`src/shared/sec_gate_pkg.sv`:
```
/*
 * Constants and carrier types for the monitor flash security gate.
 * Assumes a single 100 MHz bus clock shared by every user of this package.
 */
`default_nettype none
package sec_gate_pkg;
    // ------------------------------------------------------------------
    // Timing
    // ------------------------------------------------------------------
    localparam int CLK_HZ        = 100_000_000;
    localparam int BAUD_SLOW     = 4800;
    localparam int BAUD_FAST     = 9600;
    localparam int BIT_CYC_SLOW  = CLK_HZ / BAUD_SLOW;
    localparam int BIT_CYC_FAST  = CLK_HZ / BAUD_FAST;
    localparam int BREAK_BITS    = 10;
    localparam int TMR_W         = 18;
    // ------------------------------------------------------------------
    // Memory layout
    // ------------------------------------------------------------------
    localparam int          NUM_BYTES     = 8;
    localparam logic [15:0] PWD_BASE      = 16'hFFF6;
    localparam logic [15:0] KEY_BASE      = 16'hFFC0;
    localparam logic [15:0] FLASH_LO      = 16'h8000;
    localparam logic [15:0] FLASH_HI      = 16'hFFFF;
    localparam logic [7:0]  RAM_FLAG_ADDR = 8'h50;
    localparam int          RAM_FLAG_BIT  = 6;
    localparam logic [7:0]  RAM_FLAG_DATA = 8'h40;
    localparam logic [7:0]  INVALID_DATA  = 8'hFF;
    // ------------------------------------------------------------------
    // Carriers
    // ------------------------------------------------------------------
    typedef struct packed {
        logic        valid;
        logic        fetch;
        logic [15:0] addr;
    } cpu_req_s;
    typedef struct packed {
        logic       valid;
        logic [7:0] data;
    } cpu_resp_s;
    typedef struct packed {
        logic       valid;
        logic [7:0] addr;
        logic [7:0] data;
    } ram_wr_s;
    typedef enum logic [1:0] {ST_FETCH, ST_RECV, ST_BREAK, ST_DONE} gate_state_e;
endpackage
`default_nettype wire

```
`src/rtl/monitor_flash_security_gate.sv`:
```
/*
 * Security gate between monitor serial link, CPU flash accesses and
 * flash erase. Assumes rst is the power-on reset, sys_rst any other
 * reset, and that the flash lookup port answers in the same cycle as
 * the address.
 */
// Function
// - Wait eight bytes, compare with stored bytes
// - Match unlocks flash reads and fetches
// - Unlock survives non power-on resets
// - Locked flash reads return invalid value
// - Locked flash fetch raises illegal address reset
// - Break only after eighth byte
// - Set RAM 50 bit 6 on match
// - Locked still allows monitor and RAM code
// - Locked without keyword allows bulk erase
// - Recognise eight byte keyword at FFC0
// - Keyword and failure silence link after break
// - Keyword blocks erase without match from the second ST_RECV cycle on
// - Baud from select pin during reset
`timescale 1ns/10ps
`default_nettype none
module monitor_flash_security_gate #(
    parameter int          BIT_CYC_SLOW = sec_gate_pkg::BIT_CYC_SLOW,
    parameter int          BIT_CYC_FAST = sec_gate_pkg::BIT_CYC_FAST,
    // Keyword value is arbitrary
    parameter logic [63:0] KEYWORD      = 64'h4B45595741524400
) (
    input  wire logic                   ref_clk,
    input  wire logic                   rst,
    input  wire logic                   sys_rst,
    input  wire logic                   monitor_serial_pin_in,
    output var  logic                   monitor_serial_pin_out,
    output var  logic                   monitor_serial_pin_oe,
    input  wire logic                   baud_select_pin,
    input  wire logic                   mon_tx_out,
    input  wire logic                   mon_tx_oe,
    output var  logic                   mon_rx_level,
    output var  logic                   link_active,
    output var  logic [15:0]            lookup_addr,
    input  wire logic [7:0]             lookup_data,
    input  wire sec_gate_pkg::cpu_req_s cpu_req,
    input  wire logic [7:0]             flash_rdata,
    output var  sec_gate_pkg::cpu_resp_s cpu_resp,
    output var  logic                   illegal_addr_reset,
    input  wire logic                   erase_req,
    output var  logic                   erase_grant,
    output var  logic                   erase_refuse,
    output var  sec_gate_pkg::ram_wr_s  ram_wr,
    output var  logic                   unlocked,
    output var  logic                   entry_done
);
    // ------------------------------------------------------------------
    // Helpers
    // ------------------------------------------------------------------
    function automatic logic in_flash(input logic [15:0] a);
        in_flash = (a >= sec_gate_pkg::FLASH_LO) && (a <= sec_gate_pkg::FLASH_HI);
    endfunction

    localparam int TMR_W_L = sec_gate_pkg::TMR_W;
    localparam int BREAK_BITS_L = sec_gate_pkg::BREAK_BITS;
    localparam logic [TMR_W_L-1:0] BIT_SLOW = TMR_W_L'(BIT_CYC_SLOW);
    localparam logic [TMR_W_L-1:0] BIT_FAST = TMR_W_L'(BIT_CYC_FAST);

    // ------------------------------------------------------------------
    // Pin synchronisers and baud strap
    // ------------------------------------------------------------------
    logic rx_s1_reg, rx_s2_reg, rx_s3_reg;
    logic bs_s1_reg, bs_s2_reg;
    logic baud_slow_reg, baud_slow_next;

    always_comb begin
        baud_slow_next = rst ? bs_s2_reg : baud_slow_reg;
    end

    always_ff @(posedge ref_clk) begin
        rx_s1_reg     <= monitor_serial_pin_in;
        rx_s2_reg     <= rx_s1_reg;
        rx_s3_reg     <= rx_s2_reg;
        bs_s1_reg     <= baud_select_pin;
        bs_s2_reg     <= bs_s1_reg;
        baud_slow_reg <= baud_slow_next;
    end

    logic [TMR_W_L-1:0] bit_cyc;
    assign bit_cyc = baud_slow_reg ? BIT_SLOW : BIT_FAST;

    // ------------------------------------------------------------------
    // Entry sequence state
    // ------------------------------------------------------------------
    sec_gate_pkg::gate_state_e state_reg, state_next;
    logic [7:0]         pwd_reg  [sec_gate_pkg::NUM_BYTES];
    logic [7:0]         pwd_next [sec_gate_pkg::NUM_BYTES];
    logic [7:0]         key_reg  [sec_gate_pkg::NUM_BYTES];
    logic [7:0]         key_next [sec_gate_pkg::NUM_BYTES];
    logic [4:0]         fidx_reg, fidx_next;
    logic [15:0]        laddr_reg, laddr_next;
    logic [3:0]         bidx_reg, bidx_next;
    logic               miss_reg, miss_next;
    logic               unl_reg, unl_next;
    logic               silent_reg, silent_next;
    logic               keyok_reg, keyok_next;
    logic               rx_busy_reg, rx_busy_next;
    logic [3:0]         rx_bit_reg, rx_bit_next;
    logic [7:0]         rx_sh_reg, rx_sh_next;
    logic [TMR_W_L-1:0] tmr_reg, tmr_next;
    logic               pin_out_reg, pin_out_next;
    logic               pin_oe_reg, pin_oe_next;
    logic               mrx_reg, mrx_next;
    sec_gate_pkg::ram_wr_s ram_reg, ram_next;
    logic               byte_done;
    logic [63:0]        key_flat;
    logic [2:0]         cap_idx;

    always_comb begin
        state_next   = state_reg;
        pwd_next     = pwd_reg;
        key_next     = key_reg;
        fidx_next    = fidx_reg;
        laddr_next   = laddr_reg;
        bidx_next    = bidx_reg;
        miss_next    = miss_reg;
        unl_next     = unl_reg;
        silent_next  = silent_reg;
        keyok_next   = keyok_reg;
        rx_busy_next = rx_busy_reg;
        rx_bit_next  = rx_bit_reg;
        rx_sh_next   = rx_sh_reg;
        tmr_next     = tmr_reg;
        pin_out_next = 1'b1;
        pin_oe_next  = 1'b0;
        ram_next     = '0;
        byte_done    = 1'b0;
        cap_idx      = 3'(fidx_reg - 5'd1);
        key_flat     = '0;
        for (int i = 0; i < sec_gate_pkg::NUM_BYTES; i++) begin
            key_flat[63-8*i -: 8] = key_reg[i];
        end
        mrx_next     = (state_reg == sec_gate_pkg::ST_DONE) && !silent_reg ? rx_s3_reg : 1'b1;

        case (state_reg)
            sec_gate_pkg::ST_FETCH: begin
                // Read stored password then keyword bytes
                if (fidx_reg < 5'd8) begin
                    laddr_next = sec_gate_pkg::PWD_BASE + 16'(fidx_reg);
                end else begin
                    laddr_next = sec_gate_pkg::KEY_BASE + 16'(fidx_reg - 5'd8);
                end
                if (fidx_reg >= 5'd1 && fidx_reg <= 5'd8) begin
                    pwd_next[cap_idx] = lookup_data;
                end
                if (fidx_reg >= 5'd9) begin
                    key_next[cap_idx] = lookup_data;
                end
                fidx_next = fidx_reg + 5'd1;
                if (fidx_reg == 5'd16) begin
                    state_next = sec_gate_pkg::ST_RECV;
                end
            end
            sec_gate_pkg::ST_RECV: begin
                keyok_next = (key_flat == KEYWORD);
                if (!rx_busy_reg) begin
                    if (rx_s3_reg && !rx_s2_reg) begin
                        rx_busy_next = 1'b1;
                        rx_bit_next  = 4'd0;
                        tmr_next     = bit_cyc >> 1;
                    end
                end else if (tmr_reg != '0) begin
                    tmr_next = tmr_reg - 1'b1;
                end else begin
                    tmr_next    = bit_cyc - 1'b1;
                    rx_bit_next = rx_bit_reg + 4'd1;
                    if (rx_bit_reg == 4'd0) begin
                        rx_busy_next = !rx_s3_reg;
                    end else if (rx_bit_reg <= 4'd8) begin
                        rx_sh_next = {rx_s3_reg, rx_sh_reg[7:1]};
                    end else begin
                        rx_busy_next = 1'b0;
                        byte_done    = rx_s3_reg;
                    end
                end
                if (byte_done) begin
                    // Every position counts
                    if (rx_sh_reg != pwd_reg[bidx_reg[2:0]]) begin
                        miss_next = 1'b1;
                    end
                    bidx_next = bidx_reg + 4'd1;
                    if (bidx_reg == 4'd7) begin
                        state_next = sec_gate_pkg::ST_BREAK;
                        // Pin goes low one cycle later, so no minus one
                        tmr_next   = TMR_W_L'(bit_cyc * BREAK_BITS_L);
                    end
                end
            end
            sec_gate_pkg::ST_BREAK: begin
                pin_out_next = 1'b0;
                pin_oe_next  = 1'b1;
                tmr_next     = tmr_reg - 1'b1;
                if (tmr_reg == '0) begin
                    pin_oe_next = 1'b0;
                    state_next  = sec_gate_pkg::ST_DONE;
                    unl_next    = !miss_reg;
                    silent_next = miss_reg && keyok_reg;
                    if (!miss_reg) begin
                        ram_next.valid = 1'b1;
                        ram_next.addr  = sec_gate_pkg::RAM_FLAG_ADDR;
                        ram_next.data  = sec_gate_pkg::RAM_FLAG_DATA;
                    end
                end
            end
            default: begin
                // Monitor owns the link unless silenced
                if (!silent_reg) begin
                    pin_out_next = mon_tx_out;
                    pin_oe_next  = mon_tx_oe;
                end
            end
        endcase

        if (sys_rst && !(state_reg inside {sec_gate_pkg::ST_DONE, sec_gate_pkg::ST_FETCH})) begin
            state_next   = sec_gate_pkg::ST_RECV;
            bidx_next    = 4'd0;
            miss_next    = 1'b0;
            rx_busy_next = 1'b0;
            pin_oe_next  = 1'b0;
        end else if (sys_rst) begin
            pin_oe_next  = 1'b0;
        end
    end

    always_ff @(posedge ref_clk) begin
        if (rst) begin
            state_reg   <= sec_gate_pkg::ST_FETCH;
            for (int i = 0; i < sec_gate_pkg::NUM_BYTES; i++) begin
                pwd_reg[i] <= 8'h00;
                key_reg[i] <= 8'h00;
            end
            fidx_reg    <= 5'h00;
            laddr_reg   <= 16'h0000;
            bidx_reg    <= 4'h0;
            miss_reg    <= 1'b0;
            unl_reg     <= 1'b0;
            silent_reg  <= 1'b0;
            keyok_reg   <= 1'b0;
            rx_busy_reg <= 1'b0;
            rx_bit_reg  <= 4'h0;
            rx_sh_reg   <= 8'h00;
            tmr_reg     <= '0;
            pin_out_reg <= 1'b1;
            pin_oe_reg  <= 1'b0;
            mrx_reg     <= 1'b1;
            ram_reg     <= '0;
        end else begin
            state_reg   <= state_next;
            pwd_reg     <= pwd_next;
            key_reg     <= key_next;
            fidx_reg    <= fidx_next;
            laddr_reg   <= laddr_next;
            bidx_reg    <= bidx_next;
            miss_reg    <= miss_next;
            unl_reg     <= unl_next;
            silent_reg  <= silent_next;
            keyok_reg   <= keyok_next;
            rx_busy_reg <= rx_busy_next;
            rx_bit_reg  <= rx_bit_next;
            rx_sh_reg   <= rx_sh_next;
            tmr_reg     <= tmr_next;
            pin_out_reg <= pin_out_next;
            pin_oe_reg  <= pin_oe_next;
            mrx_reg     <= mrx_next;
            ram_reg     <= ram_next;
        end
    end

    // ------------------------------------------------------------------
    // CPU access and erase gating
    // ------------------------------------------------------------------
    sec_gate_pkg::cpu_resp_s resp_reg, resp_next;
    logic ill_reg, ill_next;
    logic egr_reg, egr_next;
    logic erf_reg, erf_next;
    logic flash_hit;

    always_comb begin
        flash_hit       = in_flash(cpu_req.addr);
        resp_next.valid = cpu_req.valid && !sys_rst;
        resp_next.data  = flash_rdata;
        ill_next        = 1'b0;
        if (flash_hit && !unl_reg) begin
            resp_next.data = sec_gate_pkg::INVALID_DATA;
            if (cpu_req.valid && cpu_req.fetch && !sys_rst) begin
                resp_next.valid = 1'b0;
                ill_next        = 1'b1;
            end
        end
        // RAM accesses pass through unless sys_rst is high
        egr_next = 1'b0;
        erf_next = 1'b0;
        if (erase_req && !sys_rst) begin
            if (unl_reg || !keyok_reg) begin
                egr_next = 1'b1;
            end else begin
                erf_next = 1'b1;
            end
        end
    end

    always_ff @(posedge ref_clk) begin
        if (rst) begin
            resp_reg <= '0;
            ill_reg  <= 1'b0;
            egr_reg  <= 1'b0;
            erf_reg  <= 1'b0;
        end else begin
            resp_reg <= resp_next;
            ill_reg  <= ill_next;
            egr_reg  <= egr_next;
            erf_reg  <= erf_next;
        end
    end

    // ------------------------------------------------------------------
    // Outputs
    // ------------------------------------------------------------------
    assign monitor_serial_pin_out = pin_out_reg;
    assign monitor_serial_pin_oe  = pin_oe_reg;
    assign mon_rx_level           = mrx_reg;
    assign link_active            = (state_reg == sec_gate_pkg::ST_DONE) && !silent_reg;
    assign lookup_addr            = laddr_reg;
    assign cpu_resp               = resp_reg;
    assign illegal_addr_reset     = ill_reg;
    assign erase_grant            = egr_reg;
    assign erase_refuse           = erf_reg;
    assign ram_wr                 = ram_reg;
    assign unlocked               = unl_reg;
    assign entry_done             = (state_reg == sec_gate_pkg::ST_DONE);
endmodule
`default_nettype wire

```
`config.mk`:
```
export PLATFORM = sky130hd
export DESIGN_NAME = monitor_flash_security_gate
export DESIGN_NICKNAME = d
export VERILOG_FILES = /design/src/shared/sec_gate_pkg.sv /design/src/rtl/monitor_flash_security_gate.sv
export SDC_FILE = /design/constraint.sdc
export NUM_CORES = 1
export LEC_CHECK = 0
export BUFFER_PORTS_ARGS = -buffer_cell sky130_fd_sc_hd__buf_4
export CAP_MARGIN = 20
export CORE_UTILIZATION = 30
export CTS_CLUSTER_SIZE = 20
export DETAILED_ROUTE_END_ITERATION = 8
export SLEW_MARGIN = 20
export SYNTH_ARGS = -nofsm -noshare
export SYNTH_HDL_FRONTEND = slang
export SYNTH_SLANG_ARGS = --single-unit
```
`constraint.sdc`:
```
create_clock -name ref_clk -period 3.1 [get_ports ref_clk]
set_clock_uncertainty 0.05 [all_clocks]
set_input_delay 0.155 -clock ref_clk [delete_from_list [all_inputs] [get_ports ref_clk]]
set_output_delay 0.155 -clock ref_clk [all_outputs]
set_load 0.1 [all_outputs]
```
==> results of run 1 <==
cells by family after synthesis:
logic type	after synthesis	share of synthesized area, %
simple gates	383	18.44
flops	203	41.96
mux	173	19.10
compound gates	129	8.969
buf+inv	112	6.211
xor+xnor	30	2.706
fa+ha+maj	20	2.577
other cells	1	0.03862
how the worst min path moves through the flow:
stage                                startpoint      endpoint  slack (ps)  cells after the start
final                            lookup_data[6]  key_flat[46]          20                      3
after global routing             lookup_data[5]  key_flat[45]           3                      3
after CTS                        lookup_data[6]  key_flat[38]           4                      3
after detailed placement        baud_select_pin     bs_s1_reg         210                      1
after global placement    monitor_serial_pin_in     rx_s1_reg         210                      1
after floorplan                 baud_select_pin     bs_s1_reg         130                      0
cell type report:
cell class,count,share of cell area [%]
sequential,203,35.14
clock inverter,14,1.705
inverter,20,0.6476
tap,402,4.339
clock buffer,31,6.023
timing repair buffer,120,8.322
multi-input combinational,748,43.82
worst min-delay path, cell delays in order:
cell                      delay, ps
sky130_fd_sc_hd__buf_4          200
sky130_fd_sc_hd__mux2i_1        150
sky130_fd_sc_hd__nor2_1          50
power groups by stage:
stage	sequential, mW	clock, mW	combinational, mW
6_report	3.13	3.09	3.75
5_1_grt	3.17	3.29	4.06
4_1_cts	3.13	3.17	3.74
3_5_place_dp	3.18	0	3.70
3_3_place_gp	3.17	0	3.66
2_1_floorplan	3.40	0	2.67
metrics by stage:
step                cells  utilization, %
finish               1538           36.55
detailed placement   1469           32.97
CTS                  1538           36.55
global route         1538           36.55
floorplan            1063               -
global placement     1469           32.97
cells in the mapped netlist, types with 3 or more instances:
| cell type | count | area (µm²) |
|---|---|---|
| sky130_fd_sc_hd__nand4_1 | 11 | 68.82 |
| sky130_fd_sc_hd__inv_1 | 20 | 75.07 |
| sky130_fd_sc_hd__buf_4 | 26 | 195.2 |
| sky130_fd_sc_hd__nand4b_1 | 3 | 26.28 |
| sky130_fd_sc_hd__ha_1 | 20 | 250.2 |
| sky130_fd_sc_hd__or4_1 | 3 | 22.52 |
| sky130_fd_sc_hd__nor2b_1 | 6 | 37.54 |
| sky130_fd_sc_hd__nand2b_1 | 7 | 43.79 |
| sky130_fd_sc_hd__o211ai_1 | 6 | 45.04 |
| sky130_fd_sc_hd__a211oi_1 | 3 | 22.52 |
| sky130_fd_sc_hd__o22ai_1 | 10 | 62.56 |
| sky130_fd_sc_hd__nor3b_1 | 3 | 22.52 |
| sky130_fd_sc_hd__clkbuf_8 | 4 | 55.05 |
| sky130_fd_sc_hd__xnor2_1 | 20 | 175.2 |
| sky130_fd_sc_hd__dfxtp_1 | 202 | 4044 |
| sky130_fd_sc_hd__buf_2 | 5 | 25.02 |
| sky130_fd_sc_hd__mux2_2 | 8 | 90.09 |
| sky130_fd_sc_hd__nand3_1 | 19 | 95.09 |
| sky130_fd_sc_hd__buf_6 | 4 | 45.04 |
| sky130_fd_sc_hd__or3_1 | 7 | 43.79 |
| sky130_fd_sc_hd__nor2_1 | 218 | 818.3 |
| sky130_fd_sc_hd__nor3_1 | 17 | 85.08 |
| sky130_fd_sc_hd__a31oi_1 | 6 | 37.54 |
| sky130_fd_sc_hd__nor4_1 | 12 | 75.07 |
| sky130_fd_sc_hd__a21oi_1 | 35 | 175.2 |
| sky130_fd_sc_hd__o21a_1 | 4 | 30.03 |
| sky130_fd_sc_hd__clkbuf_1 | 47 | 176.4 |
| sky130_fd_sc_hd__a311oi_1 | 3 | 26.28 |
| sky130_fd_sc_hd__nor3_2 | 5 | 50.05 |
| sky130_fd_sc_hd__and3_1 | 4 | 25.02 |
| sky130_fd_sc_hd__mux4_2 | 9 | 202.7 |
| sky130_fd_sc_hd__buf_1 | 4 | 15.01 |
| sky130_fd_sc_hd__a221o_1 | 4 | 40.04 |
| sky130_fd_sc_hd__mux2i_1 | 156 | 1562 |
| sky130_fd_sc_hd__nand2_1 | 48 | 180.2 |
| sky130_fd_sc_hd__o21ai_0 | 24 | 120.1 |
| sky130_fd_sc_hd__nor4b_1 | 5 | 43.79 |
| sky130_fd_sc_hd__xor2_1 | 10 | 87.58 |
| sky130_fd_sc_hd__o31ai_1 | 4 | 30.03 |
routing by layer:
| metal | part of all wire, % | vias to the layer above |
|---|---|---|
| met5 | 0 | - |
| met4 | 1.6 | 0 |
| met3 | 4.1 | 29 |
| li1 | - | 3785 |
| met2 | 45 | 144 |
| met1 | 49 | 3651 |
==> insert_results.sql, run 1 <==
INSERT INTO impl_metrics (metric_group, metric, value, unit) VALUES
('outcome', 'run_status', 'completed', ''),
('sta', 'finalSetupTns', '0', 'ps'),
('placed_design', 'port_buffers', '64', ''),
('route', 'finalWirelength', '24310', 'µm'),
('power_and_ir_drop', 'power.total', '9.975', 'mW'),
('setup_path', 'worst_path_largest_cell_delay', '550', 'ps'),
('clocking', 'cts_made_buffers', '25', ''),
('yosys', 'synth_cells', '1051', ''),
('floorplan', 'fp.dieArea', '33090', 'µm²'),
('setup_path', 'endpoint_kind', 'flip-flop', ''),
('route', 'remaining_routing_drc_violations', '0', ''),
('power_and_ir_drop', 'power_frac_comb', '37.6', '%'),
('route', 'drtIter0Drc', '481', ''),
('setup_path', 'worstSetupPathDepth', '9', ''),
('placed_design', 'place_worst_setup_slack', '304.7', 'ps'),
('final_layout', 'area_growth', '19.39', '%'),
('grt', 'met3_usage', '2.427', '%'),
('clocking', 'cts_hold_buffers', '24', ''),
('run', 'number_of_violations_of_the_max_capacitance_limit', '0', ''),
('yosys', 'post_synth.cell_area_avg', '9.238', 'µm²'),
('yosys', 'ys_warn_count', '0', ''),
('power_and_ir_drop', 'p_int', '6.114', 'mW'),
('setup_path', 'crit-reg2reg-capture', 'rx_sh_reg[6]', ''),
('route', 'vias', '7609', ''),
('sta', 'worst_pin_slew', '994.7', 'ps'),
('final_layout', 'antenna_cells', '0', ''),
('final_layout', 'leading_cell_types_in_the_layout_fill_and_taps_excluded', 'sky130_fd_sc_hd__nor2_1 (218), sky130_fd_sc_hd__dfxtp_1 (202), sky130_fd_sc_hd__mux2i_1 (156)', ''),
('grt', 'largest_net_degree_at_the_start_of_global_routing', '69', ''),
('sta', 'layout_setup_ws', '274.9', 'ps'),
('yosys', 'mappedNetlistArea', '9709', 'µm²'),
('final_layout', 'finish.net_count', '1180', ''),
('clocking', 'clk-insertion-delay-late', '530', 'ps'),
('floorplan', 'std_cell_rows', '65', ''),
('setup_path', 'cpMaxStageDelayCell', 'sky130_fd_sc_hd__or3_1', ''),
('setup_path', 'critical_path_peak_fanout', '8', ''),
('power_and_ir_drop', 'leakage', '4.360', 'nW'),
('worst_hold_path', 'worst_hold_path_type', 'in -> reg', ''),
('clocking', 'tritoncts', 'yes', ''),
('grt', 'grt_antenna_before_repair', '0', ''),
('sta', 'maxClockFrequency', '354.0', 'MHz'),
('power_and_ir_drop', 'clkPwrFrac', '31.0', '%'),
('final_layout', 'area_of_combinational_cells_with_multiple_inputs', '5080', 'µm²'),
('route', 'per_cell_routed_wire_length', '15.80', 'µm'),
('placed_design', 'final_weighted_congestion_in_routability_driven_placement', '0.8708', ''),
('floorplan', 'initial_utilization', '30.61', '%'),
('setup_path', 'worstPathRequired', '3440', 'ps'),
('final_layout', 'final_layout_size_suffix_gt1_share', '15.40', '%'),
('setup_path', 'worst_r2r_startpoint', 'tmr_reg[0]', ''),
('power_and_ir_drop', 'total_switching_power', '3.860', 'mW'),
('setup_path', 'cpLargestDelayFamily', 'simple AND/OR/NAND/NOR gates', ''),
('grt', 'overall_overflow_remaining_after_global_route', '0', ''),
('yosys', 'synth_enable_flop_cells', '1', ''),
('sta', 'fin_worst_hold_slack', '21.49', 'ps'),
('route', 'drtPass1Iterations', '5', ''),
('grt', 'global_route.usage.met2', '23.80', '%'),
('floorplan', 'floorplan.io_pins', '93', ''),
('floorplan', 'placeableCoreArea', '31720', 'µm²'),
('yosys', 'postSynth.asyncResetShare', '0', '%'),
('clocking', 'clock-sinks', '203', ''),
('clocking', 'cts_root_buf', 'sky130_fd_sc_hd__clkbuf_16', ''),
('setup_path', 'timing.critical_path.cells', 'inv_1 > ha_1 > or4b_1 > or3_1 > nor3_4 > nand3b_1 > buf_4 > mux2i_1 > nor2_1', ''),
('yosys', 'synth_flop_cell', 'sky130_fd_sc_hd__dfxtp_1', ''),
('sta', 'setup_viol_count_final', '0', ''),
('clocking', 'clk_pin_slew', '60', 'ps'),
('clocking', 'htreeDepth', '1', ''),
('sta', 'slew_headroom', '33.32', '%'),
('route', 'ant_nets', '0', ''),
('setup_path', 'timing.setup.critical_path_class', 'reg -> reg', ''),
('floorplan', 'die_width', '181.9', 'µm'),
('sta', 'finalWorstPathRequiredPeriod', '2825', 'ps'),
('setup_path', 'reg2reg_setup_slack', '270', 'ps');
Note: power is estimated with default switching activity, not from simulation.
==> inputs of run 2 (changes only) <==
- HOLD_SLACK_MARGIN: unset -> 0.15
==> run 2 against run 1 <==
  * Largest cell class unchanged
  * Utilization rose by 0.38 points
  * Critical endpoint is now key_flat[28]
  * Critical path type unchanged
  * Total power rose by 0.16%
  * Worst hold slack improved by 220 ps
==> insert_results.sql, run 2 (synthesized netlist as in run 1, its figures left out) <==
INSERT INTO impl_metrics (metric_group, metric, value, unit) VALUES
('outcome', 'run_status', 'completed', ''),
('worst_hold_path', 'worst_hold_path_type', 'in -> reg', ''),
('final_layout', 'area_growth', '20.63', '%'),
('setup_path', 'critical_path_peak_fanout', '8', ''),
('grt', 'overall_overflow_remaining_after_global_route', '0', ''),
('sta', 'unrepaired_setup_endpoints_after_global_routing', 'false', ''),
('clocking', 'cts_root_buf', 'sky130_fd_sc_hd__clkbuf_16', ''),
('sta', 'finalSetupTns', '0', 'ps'),
('final_layout', 'layout_commonest_cell', 'sky130_fd_sc_hd__nor2_1', ''),
('route', 'remaining_routing_drc_violations', '0', ''),
('placed_design', 'hpwlAfterDp', '15850', 'µm'),
('grt', 'first_global_vias', '7486', ''),
('setup_path', 'timing.critical_path.cells', 'inv_1 > ha_1 > a21bo_2 > a221o_1 > nand3_1 > nor2_1 > buf_4 > mux2i_1 > nor2_1 > dlygate4sd3_1', ''),
('setup_path', 'crit-reg2reg-capture', 'key_flat[28]', ''),
('route', 'ant_nets', '0', ''),
('power_and_ir_drop', 'power_density', '853.0', 'nW/µm²'),
('sta', 'fin_crit_sh', '92.64', '%'),
('setup_path', 'worst_r2r_startpoint', 'fidx_reg[2]', ''),
('final_layout', 'antenna_cells', '0', ''),
('final_layout', 'final_layout_size_suffix_gt1_share', '15.24', '%'),
('sta', 'final_hold_vio_count', '0', ''),
('floorplan', 'std_cell_rows', '65', ''),
('setup_path', 'worst_path_most_repeated_cell', 'sky130_fd_sc_hd__nor2_1', ''),
('grt', 'grt_pass1_wl', '39900', 'µm'),
('setup_path', 'crit_arrival', '3240', 'ps'),
('setup_path', 'worstPathRequired', '3470', 'ps'),
('sta', 'finalWorstPathRequiredPeriod', '2872', 'ps'),
('clocking', 'post_cts_resized', '0', ''),
('route', 'drtIter0Drc', '514', ''),
('worst_hold_path', 'min_to', 'rx_s1_reg', ''),
('power_and_ir_drop', 'clkPwrFrac', '30.9', '%'),
('clocking', 'cts_made_buffers', '25', ''),
('power_and_ir_drop', 'total_switching_power', '3.865', 'mW'),
('final_layout', 'fin_util', '36.93', '%'),
('final_layout', 'leading_cell_types_in_the_layout_fill_and_taps_excluded', 'sky130_fd_sc_hd__nor2_1 (218), sky130_fd_sc_hd__dfxtp_1 (202), sky130_fd_sc_hd__mux2i_1 (156)', ''),
('final_layout', 'num-fill-cells', '3174', ''),
('placed_design', 'port_buffers', '64', ''),
('clocking', 'max-clock-path-buffers', '3', ''),
('final_layout', 'finish.net_count', '1192', ''),
('setup_path', 'endpoint_kind', 'flip-flop', ''),
('floorplan', 'initial_utilization', '30.61', '%'),
('sta', 'slew_viol_final', '0', ''),
('floorplan', 'die_width', '181.9', 'µm'),
('placed_design', 'final_weighted_congestion_in_routability_driven_placement', '0.8708', ''),
('power_and_ir_drop', 'irDropWorstVdd', '0.4054', 'mV'),
('worst_hold_path', 'worst_hold_startpoint', 'monitor_serial_pin_in', ''),
('grt', 'largest_net_degree_at_the_start_of_global_routing', '69', ''),
('setup_path', 'cpMaxStageDelayCell', 'sky130_fd_sc_hd__dlygate4sd3_1', ''),
('setup_path', 'timing.setup.critical_path_class', 'reg -> reg', ''),
('clocking', 'clk_pin_slew', '60', 'ps'),
('route', 'drtPass1Iterations', '5', ''),
('sta', 'maxClockFrequency', '348.2', 'MHz'),
('power_and_ir_drop', 'leakage', '4.427', 'nW'),
('sta', 'slew_headroom', '32.40', '%'),
('grt', 'grt_antenna_before_repair', '0', ''),
('power_and_ir_drop', 'p_int', '6.125', 'mW'),
('power_and_ir_drop', 'power_frac_comb', '37.7', '%'),
('floorplan', 'floorplan.io_pins', '93', ''),
('route', 'vias', '7708', ''),
('run', 'number_of_violations_of_the_max_capacitance_limit', '0', ''),
('sta', 'setup_viol_count_final', '0', ''),
('sta', 'worst_pin_slew', '1009', 'ps'),
('setup_path', 'worst_r2r_path_depth', '10', ''),
('clocking', 'tritoncts', 'yes', ''),
('route', 'per_cell_routed_wire_length', '15.80', 'µm'),
('setup_path', 'worst_path_largest_cell_delay', '580', 'ps'),
('clocking', 'clk-insertion-delay-late', '530', 'ps'),
('setup_path', 'timing.critical_path.from_type', 'flip-flop', ''),
('worst_hold_path', 'min_path_cells', '2', ''),
('power_and_ir_drop', 'power.share.switching', '38.69', '%'),
('setup_path', 'reg2reg_setup_slack', '230', 'ps'),
('floorplan', 'fp.dieArea', '33090', 'µm²'),
('floorplan', 'die_height', '181.9', 'µm'),
('clocking', 'htreeDepth', '1', ''),
('grt', 'track_usage', '14.78', '%'),
('clocking', 'clock-sinks', '203', ''),
('power_and_ir_drop', 'p_seq_share', '31.4', '%'),
('route', 'post_drt_via_cell_ratio', '4.973', ''),
('floorplan', 'placeableCoreArea', '31720', 'µm²'),
('route', 'finalWirelength', '24490', 'µm');
-- run 2: changes by cell type in the layout (fill, tap and decap cells not counted) --
cell                            previous run  this run
sky130_fd_sc_hd__dlygate4sd3_1            24        36
-- run 2: what timing repair did --
item | CTS | global route
buffers inserted | 0 | 0
hold buffers | 36 | 0
endpoints found under the setup margin | 0 | 0
hold endpoints to repair | 172 | 0
-- run 2: per-layer routing --
metal	up-vias	routed length [µm]	track usage (%)	share of wire [%]
met3	32	1131	2.427	4.6
met5	-	0	0	0
met1	3679	11810	20.23	48
met2	179	11140	24.12	45
met4	0	404	3.664	1.6
li1	3818	-	-	-
-- run 2: power groups by stage --
stage               registers, mW  clock network (mW)  logic (mW)
finish                       3.13                3.09        3.77
global route                 3.17                3.29        4.07
CTS                          3.13                3.17        3.75
detailed placement           3.18                   0        3.70
global placement             3.17                   0        3.66
floorplan                    3.40                   0        2.67
-- run 2: worst max path at each step --
| stage | start | to | depth (start not counted) |
|---|---|---|---|
| after detailed placement | tmr_reg[0] | rx_sh_reg[1] | 9 |
| after floorplan | state_reg[0] | monitor_serial_pin_oe | 4 |
| after global routing | fidx_reg[2] | key_flat[28] | 10 |
| after CTS | fidx_reg[2] | key_flat[28] | 10 |
| after global placement | tmr_reg[0] | rx_sh_reg[1] | 9 |
| final | fidx_reg[2] | key_flat[28] | 10 |
-- run 2: cell type report --
class	count	area (µm²)	share of cell area (%)
Clock buffer	31	698.2	5.961
Sequential cell	203	4074	34.78
Clock inverter	14	197.7	1.688
Inverter	20	75.07	0.6410
Tap cell	402	503.0	4.294
Multi-Input combinational cell	748	5080	43.37
Timing Repair Buffer	132	1085	9.262
-- run 2: critical path: cells and delay by family (launching register included) --
| family | cells | cell delay, ps |
|---|---|---|
| DFF | 1 | 510 |
| AOI/OAI and AO/OA | 2 | 590 |
| muxes | 1 | 150 |
| adders and majority gates | 1 | 210 |
| buffers and inverters | 3 | 940 |
| and+or+nand+nor | 3 | 320 |
-- run 2: stage by stage --
stage | hold WS, ps | power, mW | instance area [µm²] | std cells | worst slack [ps]
6_report | 241.7 | 9.990 | 11710 | 1550 | 228.1
4_1_cts | 213.6 | 10.05 | 11710 | 1550 | 258.7
3_3_place_gp | 212.4 | 6.831 | 10460 | 1469 | 329.4
3_5_place_dp | 213.0 | 6.880 | 10460 | 1469 | 304.7
5_1_grt | 224.8 | 10.54 | 11710 | 1550 | 35.96
2_1_floorplan | 132.7 | 6.074 | 9757 | 1063 | 419.4
==> inputs of run 3 (changes only) <==
- CORE_UTILIZATION: 30 -> 36
- clock period: 3.1 -> 3 ns (I/O delays scaled with it)
==> run 3 against run 2 <==
  * The flow now finishes with violations (DRC)
  * Final cell count fell by 3.9%
  * Flip-flop and latch count did not move
  * Clock power fell by 2%
  * Largest cell class unchanged
  * Highest routed layer unchanged
==> insert_results.sql, run 3 (synthesized netlist as in run 1, its figures left out) <==
INSERT INTO impl_metrics (metric_group, metric, value, unit) VALUES
('grt', 'first_global_vias', '7213', ''),
('grt', 'grt_antenna_before_repair', '0', ''),
('power_and_ir_drop', 'power_density', '874.2', 'nW/µm²'),
('route', 'remaining_routing_drc_violations', '3', ''),
('floorplan', 'initial_utilization', '36.95', '%'),
('setup_path', 'critical_path_peak_fanout', '8', ''),
('sta', 'final_hold_vio_count', '0', ''),
('clocking', 'post-cts-setup-buffers', '0', ''),
('final_layout', 'area_growth', '20.19', '%'),
('sta', 'maxClockFrequency', '352.1', 'MHz'),
('grt', 'largest_net_degree_at_the_start_of_global_routing', '95', ''),
('route', 'post_drt_via_cell_ratio', '5.130', ''),
('sta', 'slew_headroom', '27.29', '%'),
('final_layout', 'area_of_combinational_cells_with_multiple_inputs', '5082', 'µm²'),
('clocking', 'max-clock-path-buffers', '3', ''),
('clocking', 'clk_pin_slew', '60', 'ps'),
('sta', 'unrepaired_setup_endpoints_after_global_routing', 'false', ''),
('floorplan', 'std_cell_rows', '59', ''),
('power_and_ir_drop', 'irDropWorstVdd', '0.4464', 'mV'),
('final_layout', 'final_layout_size_suffix_gt1_share', '15.15', '%'),
('outcome', 'violations', 'DRC', ''),
('setup_path', 'timing.setup.critical_path_class', 'reg -> reg', ''),
('route', 'drtPass1Iterations', '7', ''),
('sta', 'slew_viol_final', '0', ''),
('clocking', 'cts_root_buf', 'sky130_fd_sc_hd__clkbuf_16', ''),
('route', 'per_cell_routed_wire_length', '15.97', 'µm'),
('floorplan', 'placeableCoreArea', '26280', 'µm²'),
('setup_path', 'cpMaxStageDelayCell', 'sky130_fd_sc_hd__or4b_1', ''),
('outcome', 'run_status', 'finished, violations left', ''),
('route', 'drtIter0Drc', '424', ''),
('grt', 'track_usage', '16.94', '%'),
('floorplan', 'die_width', '166.2', 'µm'),
('setup_path', 'endpoint_kind', 'flip-flop', ''),
('placed_design', 'hpwlAfterDp', '15570', 'µm'),
('sta', 'worst_pin_slew', '1085', 'ps'),
('clocking', 'cts_made_buffers', '24', ''),
('final_layout', 'leading_cell_types_in_the_layout_fill_and_taps_excluded', 'sky130_fd_sc_hd__nor2_1 (217), sky130_fd_sc_hd__dfxtp_1 (202), sky130_fd_sc_hd__mux2i_1 (156)', ''),
('clocking', 'htreeDepth', '1', ''),
('route', 'ant_nets', '0', ''),
('sta', 'finalSetupTns', '0', 'ps'),
('route', 'vias', '7644', ''),
('setup_path', 'crit_arrival', '3210', 'ps'),
('grt', 'overall_overflow_remaining_after_global_route', '0', ''),
('placed_design', 'port_buffers', '64', ''),
('power_and_ir_drop', 'leakage', '4.440', 'nW'),
('clocking', 'clock-sinks', '203', ''),
('clocking', 'clk-insertion-delay-late', '530', 'ps'),
('setup_path', 'worst_path_largest_cell_delay', '550', 'ps'),
('setup_path', 'timing.critical_path.from_type', 'flip-flop', ''),
('sta', 'setup_viol_count_final', '0', ''),
('setup_path', 'cpLargestDelayFamily', 'simple AND/OR/NAND/NOR gates', ''),
('grt', 'grt_pass1_wl', '38500', 'µm'),
('power_and_ir_drop', 'power.total', '10.20', 'mW'),
('route', 'finalWirelength', '23790', 'µm'),
('final_layout', 'fin_util', '44.41', '%'),
('floorplan', 'fp.dieArea', '27630', 'µm²'),
('final_layout', 'area.sequential', '4074', 'µm²'),
('floorplan', 'floorplan.io_pins', '93', ''),
('setup_path', 'cp.buffers_inverters', '1', ''),
('setup_path', 'timing.critical_path.cells', 'inv_1 > ha_1 > or4b_1 > or3_1 > o21ai_0 > a22o_1 > a41o_1 > nor2_1', ''),
('floorplan', 'die_height', '166.2', 'µm'),
('clocking', 'tritoncts', 'yes', ''),
('sta', 'finalWorstPathRequiredPeriod', '2840', 'ps'),
('setup_path', 'worstPathRequired', '3370', 'ps'),
('final_layout', 'num-fill-cells', '2511', ''),
('worst_hold_path', 'worst_hold_path_type', 'in -> reg', ''),
('run', 'number_of_violations_of_the_max_capacitance_limit', '0', ''),
('sta', 'fin_crit_sh', '94.67', '%'),
('final_layout', 'finish.net_count', '1200', ''),
('final_layout', 'layout_commonest_cell', 'sky130_fd_sc_hd__nor2_1', ''),
('placed_design', 'final_weighted_congestion_in_routability_driven_placement', '0.8862', ''),
('final_layout', 'antenna_cells', '0', '');
run 3: timing repair:
action / in CTS / in global routing
hold buffers: 43 / 0
setup endpoints to repair: 0 / 3
gates resized for setup: 0 / 1
endpoints found under the hold margin: 169 / 0
run 3: report_power, final:
group	leakage [nW]	switching, mW	internal [mW]
clock	0.413	1.19	1.85
sequential	1.65	0.226	2.99
combinational	2.38	2.56	1.39
run 3: worst paths after layout:
| path | from | to | slack [ps] | cells past startpoint |
|---|---|---|---|---|
| setup / recovery | tmr_reg[0] | state_reg[0] | 160 | 8 |
| hold / removal | baud_select_pin | bs_s1_reg | 220 | 2 |
| setup reg to reg | tmr_reg[0] | state_reg[0] | 160 | 8 |
| hold reg to reg | bs_s1_reg | bs_s2_reg | 280 | 0 |
run 3: worst register-to-register path, cell delays in order (launching register included):
cell and delay, ps:
sky130_fd_sc_hd__dfxtp_1 350, sky130_fd_sc_hd__inv_1 70, sky130_fd_sc_hd__ha_1 260, sky130_fd_sc_hd__or4b_1 550, sky130_fd_sc_hd__or3_1 550, sky130_fd_sc_hd__o21ai_0 390, sky130_fd_sc_hd__a22o_1 280, sky130_fd_sc_hd__a41o_1 200
sky130_fd_sc_hd__nor2_1 40
run 3: layer usage:
metal | part of all wire, % | GRT usage, %
met5 | 0 | 0
met4 | 1.1 | 3.583
met3 | 4.3 | 2.479
met2 | 46 | 28.03
met1 | 49 | 23.37
run 3: layout make-up:
| class | count | share of cell area, % |
|---|---|---|
| clock buffers | 34 | 6.154 |
| multi-input cells | 748 | 43.55 |
| repair buffers | 141 | 10.02 |
| inverters | 20 | 0.6433 |
| well taps | 335 | 3.592 |
| clock inverters | 9 | 1.126 |
| flip-flops and latches | 203 | 34.91 |
run 3: per-stage QoR:
step / std cells / worst slack (ps) / area (µm²) / hold WS [ps]
floorplan: 1063 / 319.4 / 9757 / 127.7
global route: 1490 / 6.364 / 11670 / 217.6
global placement: 1404 / 237.3 / 10390 / 205.6
detailed placement: 1404 / 212.4 / 10390 / 206.4
finish: 1490 / 160.0 / 11670 / 218.2
CTS: 1490 / 189.2 / 11670 / 196.1
